==> src/sysopt_pkg.sv <==
//==============================================================
//==============================================================
package sysopt_pkg;
   // =============================================================
   // register selects on the local register port
   localparam logic [1:0] FORCE_RESET_OFS = 2'h0; // debug force-reset register
   localparam logic [1:0] OPTIONS_ONE_OFS = 2'h1; // options register one
   localparam logic [1:0] OPTIONS_TWO_OFS = 2'h2; // options register two
   // =============================================================
   // field positions, options register one
   localparam int WD_ENABLE_BIT = 7; // watchdog enable
   localparam int WD_CLK_SEL_BIT = 6; // watchdog clock select
   localparam int STOP_PERMIT_BIT = 5; // stop permit
   localparam int DBG_PIN_BIT = 1; // debug pin enable
   // field positions, options register two
   localparam int TEMP_WAKE_BIT = 7; // temperature restart wake enable
   localparam int WD_TIMEOUT_HI = 6; // watchdog time-out field top
   localparam int WD_TIMEOUT_LO = 4; // watchdog time-out field bottom
   localparam int CH0_SRC_BIT = 3; // timer ch0 clock source
   localparam int EXT_DIV_BIT = 2; // external timer clock divider
   localparam int BUS_DIV_HI = 1; // bus clock divider top
   localparam int BUS_DIV_LO = 0; // bus clock divider bottom
   // force-reset bit position
   localparam int FORCE_RESET_BIT = 0;
   // =============================================================
   // reset values and implemented-bit masks
   localparam logic [7:0] OPTIONS_ONE_RST = 8'h82; // watchdog on, debug pin
   localparam logic [7:0] OPTIONS_ONE_MASK = 8'hE2; // unimplemented bits read zero
   localparam logic [7:0] OPTIONS_TWO_RST = 8'h00;
   localparam logic [7:0] OPTIONS_TWO_MASK = 8'hFF;
   localparam logic [7:0] FORCE_RESET_READ = 8'h00; // force register read value
   // =============================================================
   // counts
   localparam logic [2:0] EXT_DIV_LAST = 3'h7; // divide by eight: 0..7
endpackage : sysopt_pkg

==> src/pin_sync.sv <==
`timescale 1ns/1ps
// =============================================================
// three-stage pin synchroniser
// =============================================================
module pin_sync (
   input wire logic clk_in, // bus clock
   input wire logic rst_n_in, // async reset, active low
   input wire logic pin_in, // asynchronous pin level
   output logic level_out // filtered level
);
   logic meta_reg; // first stage, read only by second
   logic mid_reg; // second stage
   logic late_reg; // third stage

   // =============================================================
   // shift chain; a glitch shorter than a cycle is dropped
   always_ff @(posedge clk_in or negedge rst_n_in)
   begin
      if (!rst_n_in)
      begin
         meta_reg <= 1'b0;
         mid_reg <= 1'b0;
         late_reg <= 1'b0;
      end
      else
      begin
         meta_reg <= pin_in;
         mid_reg <= meta_reg;
         late_reg <= mid_reg;
      end
   end

   // change counts once second and third stages agree
   always_ff @(posedge clk_in or negedge rst_n_in)
   begin
      if (!rst_n_in)
         level_out <= 1'b0;
      else if (mid_reg == late_reg)
         level_out <= late_reg;
   end
endmodule : pin_sync

==> src/ext_clock_divider.sv <==
`timescale 1ns/1ps
// =============================================================
// external timer clock edge divider, by one or by eight
// =============================================================
module ext_clock_divider (
   input wire logic clk_in, // bus clock
   input wire logic rst_n_in, // async reset, active low
   input wire logic level_in, // synchronised external clock
   input wire logic div8_in, // one selects divide by eight
   output logic tick_out // one-cycle pulse per divided edge
);
   logic last_reg; // previous level for edge detect
   logic [2:0] count_reg; // rising edges seen
   logic rise; // rising edge this cycle

   assign rise = level_in & ~last_reg;

   // =============================================================
   // edge history
   always_ff @(posedge clk_in or negedge rst_n_in)
   begin
      if (!rst_n_in)
         last_reg <= 1'b0;
      else
         last_reg <= level_in;
   end

   // edge counter; held at zero in divide-by-one
   always_ff @(posedge clk_in or negedge rst_n_in)
   begin
      if (!rst_n_in)
         count_reg <= 3'h0;
      else if (!div8_in)
         count_reg <= 3'h0;
      else if (rise)
         count_reg <= count_reg + 3'h1;
   end

   // tick on every rising edge, or on every eighth
   always_ff @(posedge clk_in or negedge rst_n_in)
   begin
      if (!rst_n_in)
         tick_out <= 1'b0;
      else
         tick_out <= rise & (!div8_in | (count_reg == sysopt_pkg::EXT_DIV_LAST));
   end
endmodule : ext_clock_divider

==> src/system_option_registers.sv <==
`timescale 1ns/1ps
// =============================================================
// system option and debug force-reset register bank
// =============================================================
module system_option_registers (
   input wire logic clk_in, // bus clock
   input wire logic rst_n_in, // any mcu reset, active low
   // user program register port
   input wire logic user_wr_in, // write strobe
   input wire logic user_rd_in, // read strobe
   input wire logic [1:0] user_sel_in, // register select
   input wire logic [7:0] user_wdata_in, // write data
   output logic [7:0] user_rdata_out, // read data
   output logic user_rvalid_out, // read data valid pulse
   // background debug command port
   input wire logic dbg_wr_in, // debug write strobe
   input wire logic [1:0] dbg_sel_in, // debug register select
   input wire logic [7:0] dbg_wdata_in, // debug write data
   // system reset request
   output logic force_reset_out, // to reset controller
   // stop handling
   input wire logic stop_exec_in, // stop instruction pulse
   output logic stop_enter_out, // stop mode entry pulse
   output logic illegal_stop_reset_out, // illegal-opcode reset request
   // option outputs
   output logic watchdog_enable_out, // watchdog enabled
   output logic watchdog_clock_select_out, // 0 1-kHz, 1 bus clock
   output logic [2:0] watchdog_timeout_select_out, // time-out select
   output logic temp_restart_wake_enable_out, // temperature restart wake
   output logic [1:0] bus_clock_divider_out, // hfo divide select
   // shared debug pin
   input wire logic port_c_data_in, // general-purpose output value
   output logic debug_pin_function_out, // 1 debug pin, 0 port bit
   output logic port_c_bit_zero_out, // port bit drive value
   output logic port_c_bit_zero_oe_out, // port bit drive enable
   // timer clocks
   input wire logic port_a_bit_two_in, // timer ch0 pin input
   input wire logic low_frequency_oscillator_in, // low frequency oscillator
   input wire logic ext_timer_clock_in, // external timer clock pin
   output logic timer_ch0_clock_input_out, // selected ch0 clock level
   output logic ext_timer_tick_out // divided external clock pulse
);
   // =============================================================
   // storage
   logic [7:0] options_reg_one; // options one, implemented bits only
   logic [7:0] options_reg_two; // options two
   logic lock_one_reg; // options one already written
   logic lock_two_reg; // options two already written
   logic pa2_level; // synchronised port a bit two
   logic lfo_level; // synchronised oscillator
   logic ext_level; // synchronised external clock
   logic wr_any; // write from either source
   logic [1:0] wr_sel; // merged write select
   logic [7:0] wr_data; // merged write data
   logic [7:0] rd_next; // read mux

   // =============================================================
   // write merge; debug command wins a same-cycle collision
   always_comb
   begin
      wr_any = dbg_wr_in | user_wr_in;
      if (dbg_wr_in)
      begin
         wr_sel = dbg_sel_in;
         wr_data = dbg_wdata_in;
      end
      else
      begin
         wr_sel = user_sel_in;
         wr_data = user_wdata_in;
      end
   end

   // =============================================================
   // options register one, write-once
   always_ff @(posedge clk_in or negedge rst_n_in)
   begin
      if (!rst_n_in)
         options_reg_one <= sysopt_pkg::OPTIONS_ONE_RST;
      else if (wr_any && wr_sel == sysopt_pkg::OPTIONS_ONE_OFS && !lock_one_reg)
         options_reg_one <= wr_data & sysopt_pkg::OPTIONS_ONE_MASK;
   end

   // lock for options one; cleared only by reset
   always_ff @(posedge clk_in or negedge rst_n_in)
   begin
      if (!rst_n_in)
         lock_one_reg <= 1'b0;
      else if (wr_any && wr_sel == sysopt_pkg::OPTIONS_ONE_OFS)
         lock_one_reg <= 1'b1;
   end

   // options register two, write-once
   always_ff @(posedge clk_in or negedge rst_n_in)
   begin
      if (!rst_n_in)
         options_reg_two <= sysopt_pkg::OPTIONS_TWO_RST;
      else if (wr_any && wr_sel == sysopt_pkg::OPTIONS_TWO_OFS && !lock_two_reg)
         options_reg_two <= wr_data & sysopt_pkg::OPTIONS_TWO_MASK;
   end

   // lock for options two
   always_ff @(posedge clk_in or negedge rst_n_in)
   begin
      if (!rst_n_in)
         lock_two_reg <= 1'b0;
      else if (wr_any && wr_sel == sysopt_pkg::OPTIONS_TWO_OFS)
         lock_two_reg <= 1'b1;
   end

   // =============================================================
   // force reset: debug path only, held until the reset arrives
   // so the reset controller cannot miss a one-cycle request
   always_ff @(posedge clk_in or negedge rst_n_in)
   begin
      if (!rst_n_in)
         force_reset_out <= 1'b0;
      else if (dbg_wr_in && dbg_sel_in == sysopt_pkg::FORCE_RESET_OFS
               && dbg_wdata_in[sysopt_pkg::FORCE_RESET_BIT])
         force_reset_out <= 1'b1;
   end

   // =============================================================
   // read port; force register reads zero whatever was written
   always_comb
   begin
      case (user_sel_in)
         sysopt_pkg::FORCE_RESET_OFS: rd_next = sysopt_pkg::FORCE_RESET_READ;
         sysopt_pkg::OPTIONS_ONE_OFS: rd_next = options_reg_one;
         sysopt_pkg::OPTIONS_TWO_OFS: rd_next = options_reg_two;
         default: rd_next = 8'h00; // unmapped select
      endcase
   end

   // read data and valid, one cycle after the strobe
   always_ff @(posedge clk_in or negedge rst_n_in)
   begin
      if (!rst_n_in)
      begin
         user_rdata_out <= 8'h00;
         user_rvalid_out <= 1'b0;
      end
      else
      begin
         user_rvalid_out <= user_rd_in;
         if (user_rd_in)
            user_rdata_out <= rd_next;
      end
   end

   // =============================================================
   // stop instruction: enter stop if permitted, else reset request
   always_ff @(posedge clk_in or negedge rst_n_in)
   begin
      if (!rst_n_in)
      begin
         stop_enter_out <= 1'b0;
         illegal_stop_reset_out <= 1'b0;
      end
      else
      begin
         stop_enter_out <= stop_exec_in & options_reg_one[sysopt_pkg::STOP_PERMIT_BIT];
         if (stop_exec_in && !options_reg_one[sysopt_pkg::STOP_PERMIT_BIT])
            illegal_stop_reset_out <= 1'b1;
      end
   end

   // =============================================================
   // option fields out through flops
   always_ff @(posedge clk_in or negedge rst_n_in)
   begin
      if (!rst_n_in)
      begin
         // mirror the register reset values so outputs differ from the registers only in the cycle after a write
         watchdog_enable_out <= sysopt_pkg::OPTIONS_ONE_RST[sysopt_pkg::WD_ENABLE_BIT];
         watchdog_clock_select_out <= sysopt_pkg::OPTIONS_ONE_RST[sysopt_pkg::WD_CLK_SEL_BIT];
         watchdog_timeout_select_out <=
            sysopt_pkg::OPTIONS_TWO_RST[sysopt_pkg::WD_TIMEOUT_HI:sysopt_pkg::WD_TIMEOUT_LO];
         temp_restart_wake_enable_out <= sysopt_pkg::OPTIONS_TWO_RST[sysopt_pkg::TEMP_WAKE_BIT];
         bus_clock_divider_out <=
            sysopt_pkg::OPTIONS_TWO_RST[sysopt_pkg::BUS_DIV_HI:sysopt_pkg::BUS_DIV_LO];
      end
      else
      begin
         watchdog_enable_out <= options_reg_one[sysopt_pkg::WD_ENABLE_BIT];
         watchdog_clock_select_out <= options_reg_one[sysopt_pkg::WD_CLK_SEL_BIT];
         watchdog_timeout_select_out <=
            options_reg_two[sysopt_pkg::WD_TIMEOUT_HI:sysopt_pkg::WD_TIMEOUT_LO];
         temp_restart_wake_enable_out <= options_reg_two[sysopt_pkg::TEMP_WAKE_BIT];
         bus_clock_divider_out <=
            options_reg_two[sysopt_pkg::BUS_DIV_HI:sysopt_pkg::BUS_DIV_LO];
      end
   end

   // shared pin: port bit drives only when debug function is off
   always_ff @(posedge clk_in or negedge rst_n_in)
   begin
      if (!rst_n_in)
      begin
         debug_pin_function_out <= sysopt_pkg::OPTIONS_ONE_RST[sysopt_pkg::DBG_PIN_BIT];
         port_c_bit_zero_out <= 1'b0;
         port_c_bit_zero_oe_out <= ~sysopt_pkg::OPTIONS_ONE_RST[sysopt_pkg::DBG_PIN_BIT];
      end
      else
      begin
         debug_pin_function_out <= options_reg_one[sysopt_pkg::DBG_PIN_BIT];
         port_c_bit_zero_out <= port_c_data_in;
         port_c_bit_zero_oe_out <= ~options_reg_one[sysopt_pkg::DBG_PIN_BIT];
      end
   end

   // =============================================================
   // pin synchronisers
   pin_sync pa2_sync (
      .clk_in(clk_in),
      .rst_n_in(rst_n_in),
      .pin_in(port_a_bit_two_in),
      .level_out(pa2_level)
   );
   pin_sync lfo_sync (
      .clk_in(clk_in),
      .rst_n_in(rst_n_in),
      .pin_in(low_frequency_oscillator_in),
      .level_out(lfo_level)
   );
   pin_sync ext_sync (
      .clk_in(clk_in),
      .rst_n_in(rst_n_in),
      .pin_in(ext_timer_clock_in),
      .level_out(ext_level)
   );

   // timer ch0 clock source mux
   always_ff @(posedge clk_in or negedge rst_n_in)
   begin
      if (!rst_n_in)
         timer_ch0_clock_input_out <= 1'b0;
      else if (options_reg_two[sysopt_pkg::CH0_SRC_BIT])
         timer_ch0_clock_input_out <= lfo_level;
      else
         timer_ch0_clock_input_out <= pa2_level;
   end

   // external timer clock divider
   ext_clock_divider ext_div (
      .clk_in(clk_in),
      .rst_n_in(rst_n_in),
      .level_in(ext_level),
      .div8_in(options_reg_two[sysopt_pkg::EXT_DIV_BIT]),
      .tick_out(ext_timer_tick_out)
   );

   // =============================================================
   // checks
   user_force_ignored_a:
      assert property (@(posedge clk_in) disable iff (!rst_n_in)
         (!force_reset_out && !dbg_wr_in) |=> !force_reset_out)
      else $error("force reset set without debug write");

   force_reads_zero_a:
      assert property (@(posedge clk_in) disable iff (!rst_n_in)
         (user_rd_in && user_sel_in == sysopt_pkg::FORCE_RESET_OFS)
         |=> user_rvalid_out && user_rdata_out == 8'h00)
      else $error("force register read not zero");

   debug_force_reset_a:
      assert property (@(posedge clk_in) disable iff (!rst_n_in)
         (dbg_wr_in && dbg_sel_in == sysopt_pkg::FORCE_RESET_OFS && dbg_wdata_in[0])
         |=> force_reset_out ##1 force_reset_out)
      else $error("debug force reset not raised");

   options_one_once_a:
      assert property (@(posedge clk_in) disable iff (!rst_n_in)
         lock_one_reg |=> $stable(options_reg_one))
      else $error("options one changed after lock");

   options_two_once_a:
      assert property (@(posedge clk_in) disable iff (!rst_n_in)
         lock_two_reg |=> $stable(options_reg_two))
      else $error("options two changed after lock");

   unlocked_defaults_a:
      assert property (@(posedge clk_in) disable iff (!rst_n_in)
         !lock_one_reg |-> options_reg_one == sysopt_pkg::OPTIONS_ONE_RST)
      else $error("options one left defaults before write");

   stop_denied_a:
      assert property (@(posedge clk_in) disable iff (!rst_n_in)
         (stop_exec_in && !options_reg_one[5]) |=> illegal_stop_reset_out && !stop_enter_out)
      else $error("stop not turned into reset");

   pin_function_a:
      assert property (@(posedge clk_in) disable iff (!rst_n_in)
         ##1 (debug_pin_function_out == $past(options_reg_one[1]))
         && (port_c_bit_zero_oe_out != debug_pin_function_out))
      else $error("pin function and drive disagree");

   ch0_source_a:
      assert property (@(posedge clk_in) disable iff (!rst_n_in)
         ##1 timer_ch0_clock_input_out == ($past(options_reg_two[3]) ? $past(lfo_level)
                                                                     : $past(pa2_level)))
      else $error("timer ch0 source wrong");

   lock_on_write_a:
      assert property (@(posedge clk_in) disable iff (!rst_n_in)
         (wr_any && wr_sel == sysopt_pkg::OPTIONS_TWO_OFS) |=> lock_two_reg [*2])
      else $error("options two lock not set");
endmodule : system_option_registers

==> config.mk <==
export PLATFORM = sky130hd
export DESIGN_NAME = system_option_registers
export DESIGN_NICKNAME = d
export VERILOG_FILES = /design/src/sysopt_pkg.sv /design/src/pin_sync.sv /design/src/ext_clock_divider.sv /design/src/system_option_registers.sv
export SDC_FILE = /design/constraint.sdc
export NUM_CORES = 1
export LEC_CHECK = 0
export ABC_AREA = 1
export CAP_MARGIN = 20
export CORE_MARGIN = 3
export CORE_UTILIZATION = 38
export CTS_CLUSTER_SIZE = 16
export DETAILED_ROUTE_END_ITERATION = 10
export DONT_BUFFER_PORTS = 1
export PLACE_DENSITY = 0.51
export REMOVE_ABC_BUFFERS = 1
export SYNTH_ARGS = -nofsm -noshare
export SYNTH_HDL_FRONTEND = slang
export SYNTH_SLANG_ARGS = --single-unit
export TNS_END_PERCENT = 5
==> constraint.sdc <==
create_clock -name clk_in -period 1.2 [get_ports clk_in]
set_input_delay 0.06 -clock clk_in [delete_from_list [all_inputs] [get_ports clk_in]]
set_output_delay 0.06 -clock clk_in [all_outputs]
set_load 0.01 [all_outputs]
## Yosys cells after proc, flatten, opt, wreduce, memory -nomap -nowiden

Index checks and enable logic that the tools add are counted.

| storage, ports and cells | value |
|---|---|
| bits in registers | 55 |
| bits of input ports | 30 |
| output and inout bits | 25 |

| operators by class | value |
|---|---|
| reductions and logical operators | 12 |
| $add $sub $neg | 1 |
| mux-type cells | 6 |
| bitwise gates (word level) | 7 |
| equal/unequal tests | 9 |

Operator list:

| cell | count |
|---|---|
| one-hot mux 8 bit (2 select lines) | 1 |
| 2-to-1 mux 8 bit | 1 |
| logical AND 1 bit | 7 |
| 2-to-1 mux 3 bit | 2 |
| == test 2 x 1 -> 1 bit, second input constant | 2 |
| == test 2 bit, second input constant | 2 |
| zero test 1 bit | 4 |
| adder 3 x 1 -> 3 bit, second input constant | 1 |
| AND 1 bit | 3 |
| == test 1 bit | 3 |
| == test 3 bit, second input constant | 1 |
| zero test 2 bit | 1 |
| 2-to-1 mux 2 bit | 1 |
| inequality test 2 x 1 -> 1 bit, second input constant | 1 |
| inverter 1 bit | 2 |
| bitwise OR 1 bit | 2 |
| 2-to-1 mux 1 bit | 1 |

## Depth between registers and ports, before layout

Gate-level depths: netlist of the first run.

| depth | value |
|---|---|
| word-level depth | 4 |
| gate-level depth with buffers | 8 |
| gate-level depth less buffers | 7 |

## Hierarchy

From an unflattened synthesis of the first run, not the netlist that was laid out.

| unflattened totals | value |
|---|---|
| cells, all modules | 216 |
| area total of the unflattened synthesis | 2187.1 µm² |

Modules (own cells, without submodules):

| module | cells an instance | times used | area an instance (µm²) |
|---|---|---|---|
| system_option_registers | 171 | 1 | 1622.8 |
| pin_sync | 8 | 3 | 116.4 |
| ext_clock_divider | 21 | 1 | 215.2 |

## Least setup slack after synthesis of the first run

Ideal clock, no wire load.

| timing | value |
|---|---|
| path type | register to register |
| start | register ext_div.count_reg[0] |
| end | register ext_div.count_reg[2] |
| buffers on the path | 0 |
| stages on the path, launching flop included | 5 |
| data arrival time | 0.923 ns |
| data required time | 1.082 ns |
| setup time | 0.118 ns |
| path slack | 0.160 ns |
| period minus slack after synthesis | 1.040 ns |
| path through | dfrtp_1 ha_1 ha_1 nand3_1 nand2_1 |

| on the way | value |
|---|---|
| longest elaborated chain between the ends | 3 |

RTL lines:

| what | RTL line | RTL |
|---|---|---|
| from (decl) | ext_clock_divider.sv:13 | `logic [2:0] count_reg;` |
| from (signal assigned) | ext_clock_divider.sv:36 | `count_reg <= count_reg + 3'h1;` |
| adder 3 x 1 -> 3 bit | ext_clock_divider.sv:36 |  |
| 2-to-1 mux 3 bit | ext_clock_divider.sv:35 | `else if (rise)` |
| 2-to-1 mux 3 bit | ext_clock_divider.sv:33 | `else if (!div8_in)` |

Every way passes these cells. The select of a mux whose other input is x is not followed.
A chain may end at the register's enable or synchronous reset.

## Worst setup path after layout of the first run

Ends and elaborated chain as after synthesis.

==> results.ini, run 1 <==
[run_status]
status = finished with violations
failed_checks = negative hold slack

[finish]
antennaDiodeCount = 0
final.fill_count = 508
largest_registers = options_reg_two x8, user_rdata_out x8, options_reg_one x4
fin_nets = 255
seq_area_sq_um = 1380
layout-area-overhead-vs-synth_pct = 13.7
multi_input_area_sq_um = 686
drive_above_1_share_pct = 11.7
final_cell_mix = nand2_1 (78), dfrtp_1 (51), inv_1 (15)
mostFrequentLayoutCell = nand2_1

[worst_setup_path]
r2r-end = ext_div.count_reg[2]
crit_buf_inv = 0
required_ps = 1400
crit_arrival_ps = 1300
cp_max_fo = 2
rr_startpoint = ext_div.count_reg[0]
critPathKind = flip-flop to flip-flop
cp_common_cell = ha_1
worstPathCellList = ha_1, ha_1, nand3_1, nand2_1
crit_family = adder cells
end_kind = flip-flop
regToRegSetupSlack_ps = 100
cp_slowest_cell = dfrtp_1
cp-start-kind = flip-flop
rr_worst_depth = 4
crit_path_max_incr_delay_ps = 400

[floorplanning]
die_area_sq_um = 6620
die_h_um = 81.4
rows = 26
fp.dieW_um = 81.4
initial_core_util_pct = 40.7
ios = 55
core_sq_um = 5300

[clock_network]
cts_tree = done
post_cts_buffers = 0
htreeDepth = 2
clockBufferDepth = 2
cts_hold_buf = 10
cts-root-buf = clkbuf_8
insertion_delay_ps = 310
cts.sinks = 55
clk_pin_slew_ps = 100
cts_made_buffers = 5

[route]
vias_per_cell = 4.80
postRouteAntennaNets = 0
drtPass1Iterations = 4
drt_iter0_markers = 75
drcViolationCount = 0
vias = 1401
routed_wl_um = 4030
routedWlPerCell_um = 13.8

[job]
max_cap_violations = 0

[timing]
relSlewSlack_pct = 74.3
skew_ps = 9.90
min_period_ps = 1100
fmax_mhz = 909
hold_viol = 55
holdWs_ps = -565
finalSetupTns_ps = 0
drv_slew = 0
setup_viol = 0
rsz0062_at_grt = false
tightest_slew_ps = 385
worst_slack_ps = 99.7
post-route-period-util_pct = 91.7

[synth]
synth_edf_count = 0
ys_seq_area_share_pct = 64.0
syn_inst = 206
async_flop_share_pct = 100
synth_area_per_cell_sq_um = 10.5
ys_types = 26
yosys_warnings = 0
ys.flop_type = dfrtp_1
synth_area_sq_um = 2160
synth_seq_cells = 55

[global_route]
grt_pass1_wl_um = 6800
antenna_found_initial = 0
grt_pass1_vias = 1397
grt.overflow.total = 0
grt_usage_pct = 13.7
grt_max_degree = 56

[placement]
dp_slack_ps = 98.3
place_congestion = 0.736
dp_hpwl_um = 2990
portBuffers = 0

[pwr]
ir_worst_vdd_v = 0.000612
p_per_area_nw_per_um2 = 1370
p_leak_nw = 1.24

[hold_path]
hp-class = input pin to async pin

[cell families (layout without fill, tap and decap cells)]
kind of cell	count (synthesis)	count (layout)	share of synthesized area (%)
flops	55	55	64.0
buf+inv	22	38	4.40
fa+ha+maj	7	7	3.71
simple gates	110	110	24.2
compound gates	12	12	3.71
[how the worst max path moves through the flow]
stage,endpoint,cells after the start,from,slack (ps)
global placement,ext_div.count_reg[2],4,ext_div.count_reg[0],160
detailed placement,ext_div.count_reg[2],4,ext_div.count_reg[0],100
global route,user_rdata_out[5],4,user_rd_in,20
finish,ext_div.count_reg[2],4,ext_div.count_reg[0],100
floorplan,ext_div.count_reg[2],4,ext_div.count_reg[0],160
CTS,ext_div.count_reg[0],5,ext_sync.level_out,90
[where the power goes]
part / switching [mW] / leakage, nW / internal, mW
Combinational: 0.108 / 0.484 / 0.0706
Sequential: 0.0251 / 0.690 / 1.89
Clock: 0.588 / 0.0618 / 0.687
Total: 0.721 / 1.24 / 2.65
[area by class of cell]
class                      count  area share [%]
sequential                    55            56.3
multi-input combinational    129            27.9
timing repair buffer          11            4.38
tap                           70            3.57
clock buffer                   6            3.36
inverter                      19            2.91
clock inverter                 2            1.58
[synth_stat cells, types with 2 or more instances]
cell / count / area, sq um
nand2_1: 78 / 293
clkinv_1: 2 / 7.51
nand2_4: 2 / 22.5
o21ai_0: 5 / 25.0
maj3_1: 3 / 30.0
nand4_1: 12 / 75.1
inv_2: 2 / 7.51
ha_1: 4 / 50.1
dfstp_2: 4 / 105
dfrtp_1: 51 / 1280
a22o_1: 4 / 35.0
inv_1: 15 / 56.3
nand2_2: 3 / 18.8
nand3_1: 6 / 30.0
nor2_1: 4 / 15.0
[timing repair]
action | 4_1_cts | 5_1_grt
resized for setup | 0 | 2
endpoints found under the setup margin | 0 | 1
hold endpoints to repair | 70 | 55
[stage by stage]
step	area, sq um	instances	power [mW]	utilization [%]
finish	2450	292	3.37	46.3
global route	2450	292	3.51	46.3
CTS	2450	292	3.42	46.2
global placement	2230	274	2.10	42.1
floorplan	2140	203	2.07	-
detailed placement	2230	274	2.11	42.1
[routing by layer]
layer	GRT usage [%]	up-vias	part of all wire [%]	wire, um
met1	18.8	656	46	1840
met3	4.77	5	7.5	302
li1	-	688	-	-
met4	4.05	0	1.3	51
met2	20.4	52	46	1840
met5	0	-	0	0
No activity file was read; power rests on OpenSTA's default activity.
==> inputs of run 2 (changes only) <==
--- a/config.mk
+++ b/config.mk
@@ -7,12 +7,14 @@
 export LEC_CHECK = 0
 export ABC_AREA = 1
 export CAP_MARGIN = 20
+export CELL_PAD_IN_SITES_DETAIL_PLACEMENT = 0
+export CELL_PAD_IN_SITES_GLOBAL_PLACEMENT = 1
 export CORE_MARGIN = 3
 export CORE_UTILIZATION = 38
 export CTS_CLUSTER_SIZE = 16
 export DETAILED_ROUTE_END_ITERATION = 10
 export DONT_BUFFER_PORTS = 1
-export PLACE_DENSITY = 0.51
+export PLACE_DENSITY = 0.63
 export REMOVE_ABC_BUFFERS = 1
 export SYNTH_ARGS = -nofsm -noshare
 export SYNTH_HDL_FRONTEND = slang
==> constraint.sdc (replaced) <==
create_clock -name clk_in -period 1.4 [get_ports clk_in]
set_input_delay 0.07 -clock clk_in [delete_from_list [all_inputs] [get_ports clk_in]]
set_output_delay 0.07 -clock clk_in [all_outputs]
set_load 0.01 [all_outputs]
==> run 2 against run 1 <==
Net effect: the flow now finishes without violations; register-to-register slack improved by 200 ps; final cell count is 1.0% higher; total power decreased by 10%; hold slack improved by 570 ps; clock-buffer cell count is the same; critical path depth unchanged; routed wire length rose by 1.3%; first-iteration DRC count shrank 36%; critical path type is now input pin to flip-flop; largest cell class unchanged.
==> results.ini, run 2 (synthesis gave the netlist of run 1 again) <==
[run_status]
status = finished, final reports clean

[clock_network]
htreeDepth = 2
cts.sinks = 55
cts-root-buf = clkbuf_8
cts_tree = done
insertion_delay_ps = 300
post_cts_buffers = 0
cts_made_buffers = 5
clk_pin_slew_ps = 90
clockBufferDepth = 2
cts_resized = 0

[finish]
largest_registers = options_reg_two x8, user_rdata_out x8, options_reg_one x4
fin_nets = 258
layout-area-overhead-vs-synth_pct = 16.2
final.fill_count = 486
final_cell_area_sq_um = 2510
multi_input_area_sq_um = 683
antennaDiodeCount = 0
drive_above_1_share_pct = 11.6
mostFrequentLayoutCell = nand2_1
final_cell_mix = nand2_1 (78), dfrtp_1 (51), inv_1 (15)
seq_area_sq_um = 1380

[route]
postRouteAntennaNets = 0
drtPass1Iterations = 4
routed_wl_um = 4090
routedWlPerCell_um = 13.8
drcViolationCount = 0
drt_iter0_markers = 48
vias = 1369
vias_per_cell = 4.64

[worst_setup_path]
end_kind = flip-flop
rr_startpoint = ext_div.count_reg[0]
crit_arrival_ps = 1330
required_ps = 1600
cp-start-kind = input pin
critPathKind = input pin to flip-flop
crit_path_start = dbg_wr_in
cp_max_fo = 13

[timing]
drv_slew = 0
holdWs_ps = 7.28
skew_ps = 5.42
rsz0062_at_grt = false
finalSetupTns_ps = 0
min_period_ps = 1130
setup_viol = 0
hold_viol = 0
fmax_mhz = 885
post-route-period-util_pct = 80.7
tightest_slew_ps = 385
relSlewSlack_pct = 74.3

[pwr]
p_leak_nw = 1.26
ir_worst_vdd_v = 0.000418
total_power_mw = 3.04
p_per_area_nw_per_um2 = 1210

[global_route]
grt_pass1_vias = 1404
grt_usage_pct = 14.1
antenna_found_initial = 0
grt_max_degree = 56
grt_pass1_wl_um = 7070
grt.overflow.total = 0

[floorplanning]
ios = 55
rows = 26
die_h_um = 81.4
initial_core_util_pct = 40.7
die_area_sq_um = 6620
core_sq_um = 5300
fp.dieW_um = 81.4

[placement]
portBuffers = 0
place_congestion = 0.717
place_area_sq_um = 2240
dp_hpwl_um = 3030

[hold_path]
hp-class = input pin to flip-flop
min-delay-start = user_rd_in

[job]
max_cap_violations = 0

run 2: cell types whose count changed in the layout (fill, tap and decap cells not counted), sizes merged:
cell         previous run  this run
buf                     1         3
bufinv                  1         2
dlygate4sd3            10        11
inv                    18        17
run 2: path summary, 6_finish.rpt:
kind                                                       end  slack (ps)  cells after the start
min in group asynchronous       watchdog_timeout_select_out[0]         280                      2
worst min-delay path                         user_rdata_out[6]           7                      3
worst max-delay path                           force_reset_out         270                      4
max in group asynchronous                   options_reg_one[1]         810                      2
worst max register to register            ext_div.count_reg[2]         300                      4
worst min register to register                pa2_sync.mid_reg         360                      0
run 2: layout make-up:
type                            count  area share, %
Tap cell                           70           3.49
Sequential cell                    55           55.1
Timing Repair Buffer               14           6.08
Clock buffer                        6           2.89
Clock inverter                      2           2.39
Multi-Input combinational cell    129           27.2
Inverter                           19           2.84
run 2: report_power, final:
part / switching (mW) / internal (mW)
logic: 0.122 / 0.0728
clock network: 0.482 / 0.714
registers: 0.0211 / 1.62
total: 0.625 / 2.41
run 2: worst max-delay path: stages:
cell           delay [ps]
dlygate4sd3_1         540
nand2_1                90
dlygate4sd3_1         560
o21bai_1               70
run 2: layer usage:
layer / track usage (%) / wire [um] / vias up
met5: 0 / 0 / -
met2: 20.9 / 1770 / 46
met3: 3.99 / 309 / 4
met1: 19.7 / 1950 / 623
li1: - / - / 696
met4: 5.07 / 48 / 0
run 2: per-stage QoR:
stage	setup WS [ps]	util, %	instances
5_1_grt	204	47.3	295
4_1_cts	284	47.3	295
2_1_floorplan	360	-	203
3_5_place_dp	301	42.2	275
6_report	270	47.3	295
3_3_place_gp	347	42.2	275
run 2: what timing repair did:
item | CTS | global route
hold buffers | 12 | 0
setup endpoints to repair | 0 | 0
hold endpoints to repair | 67 | 0
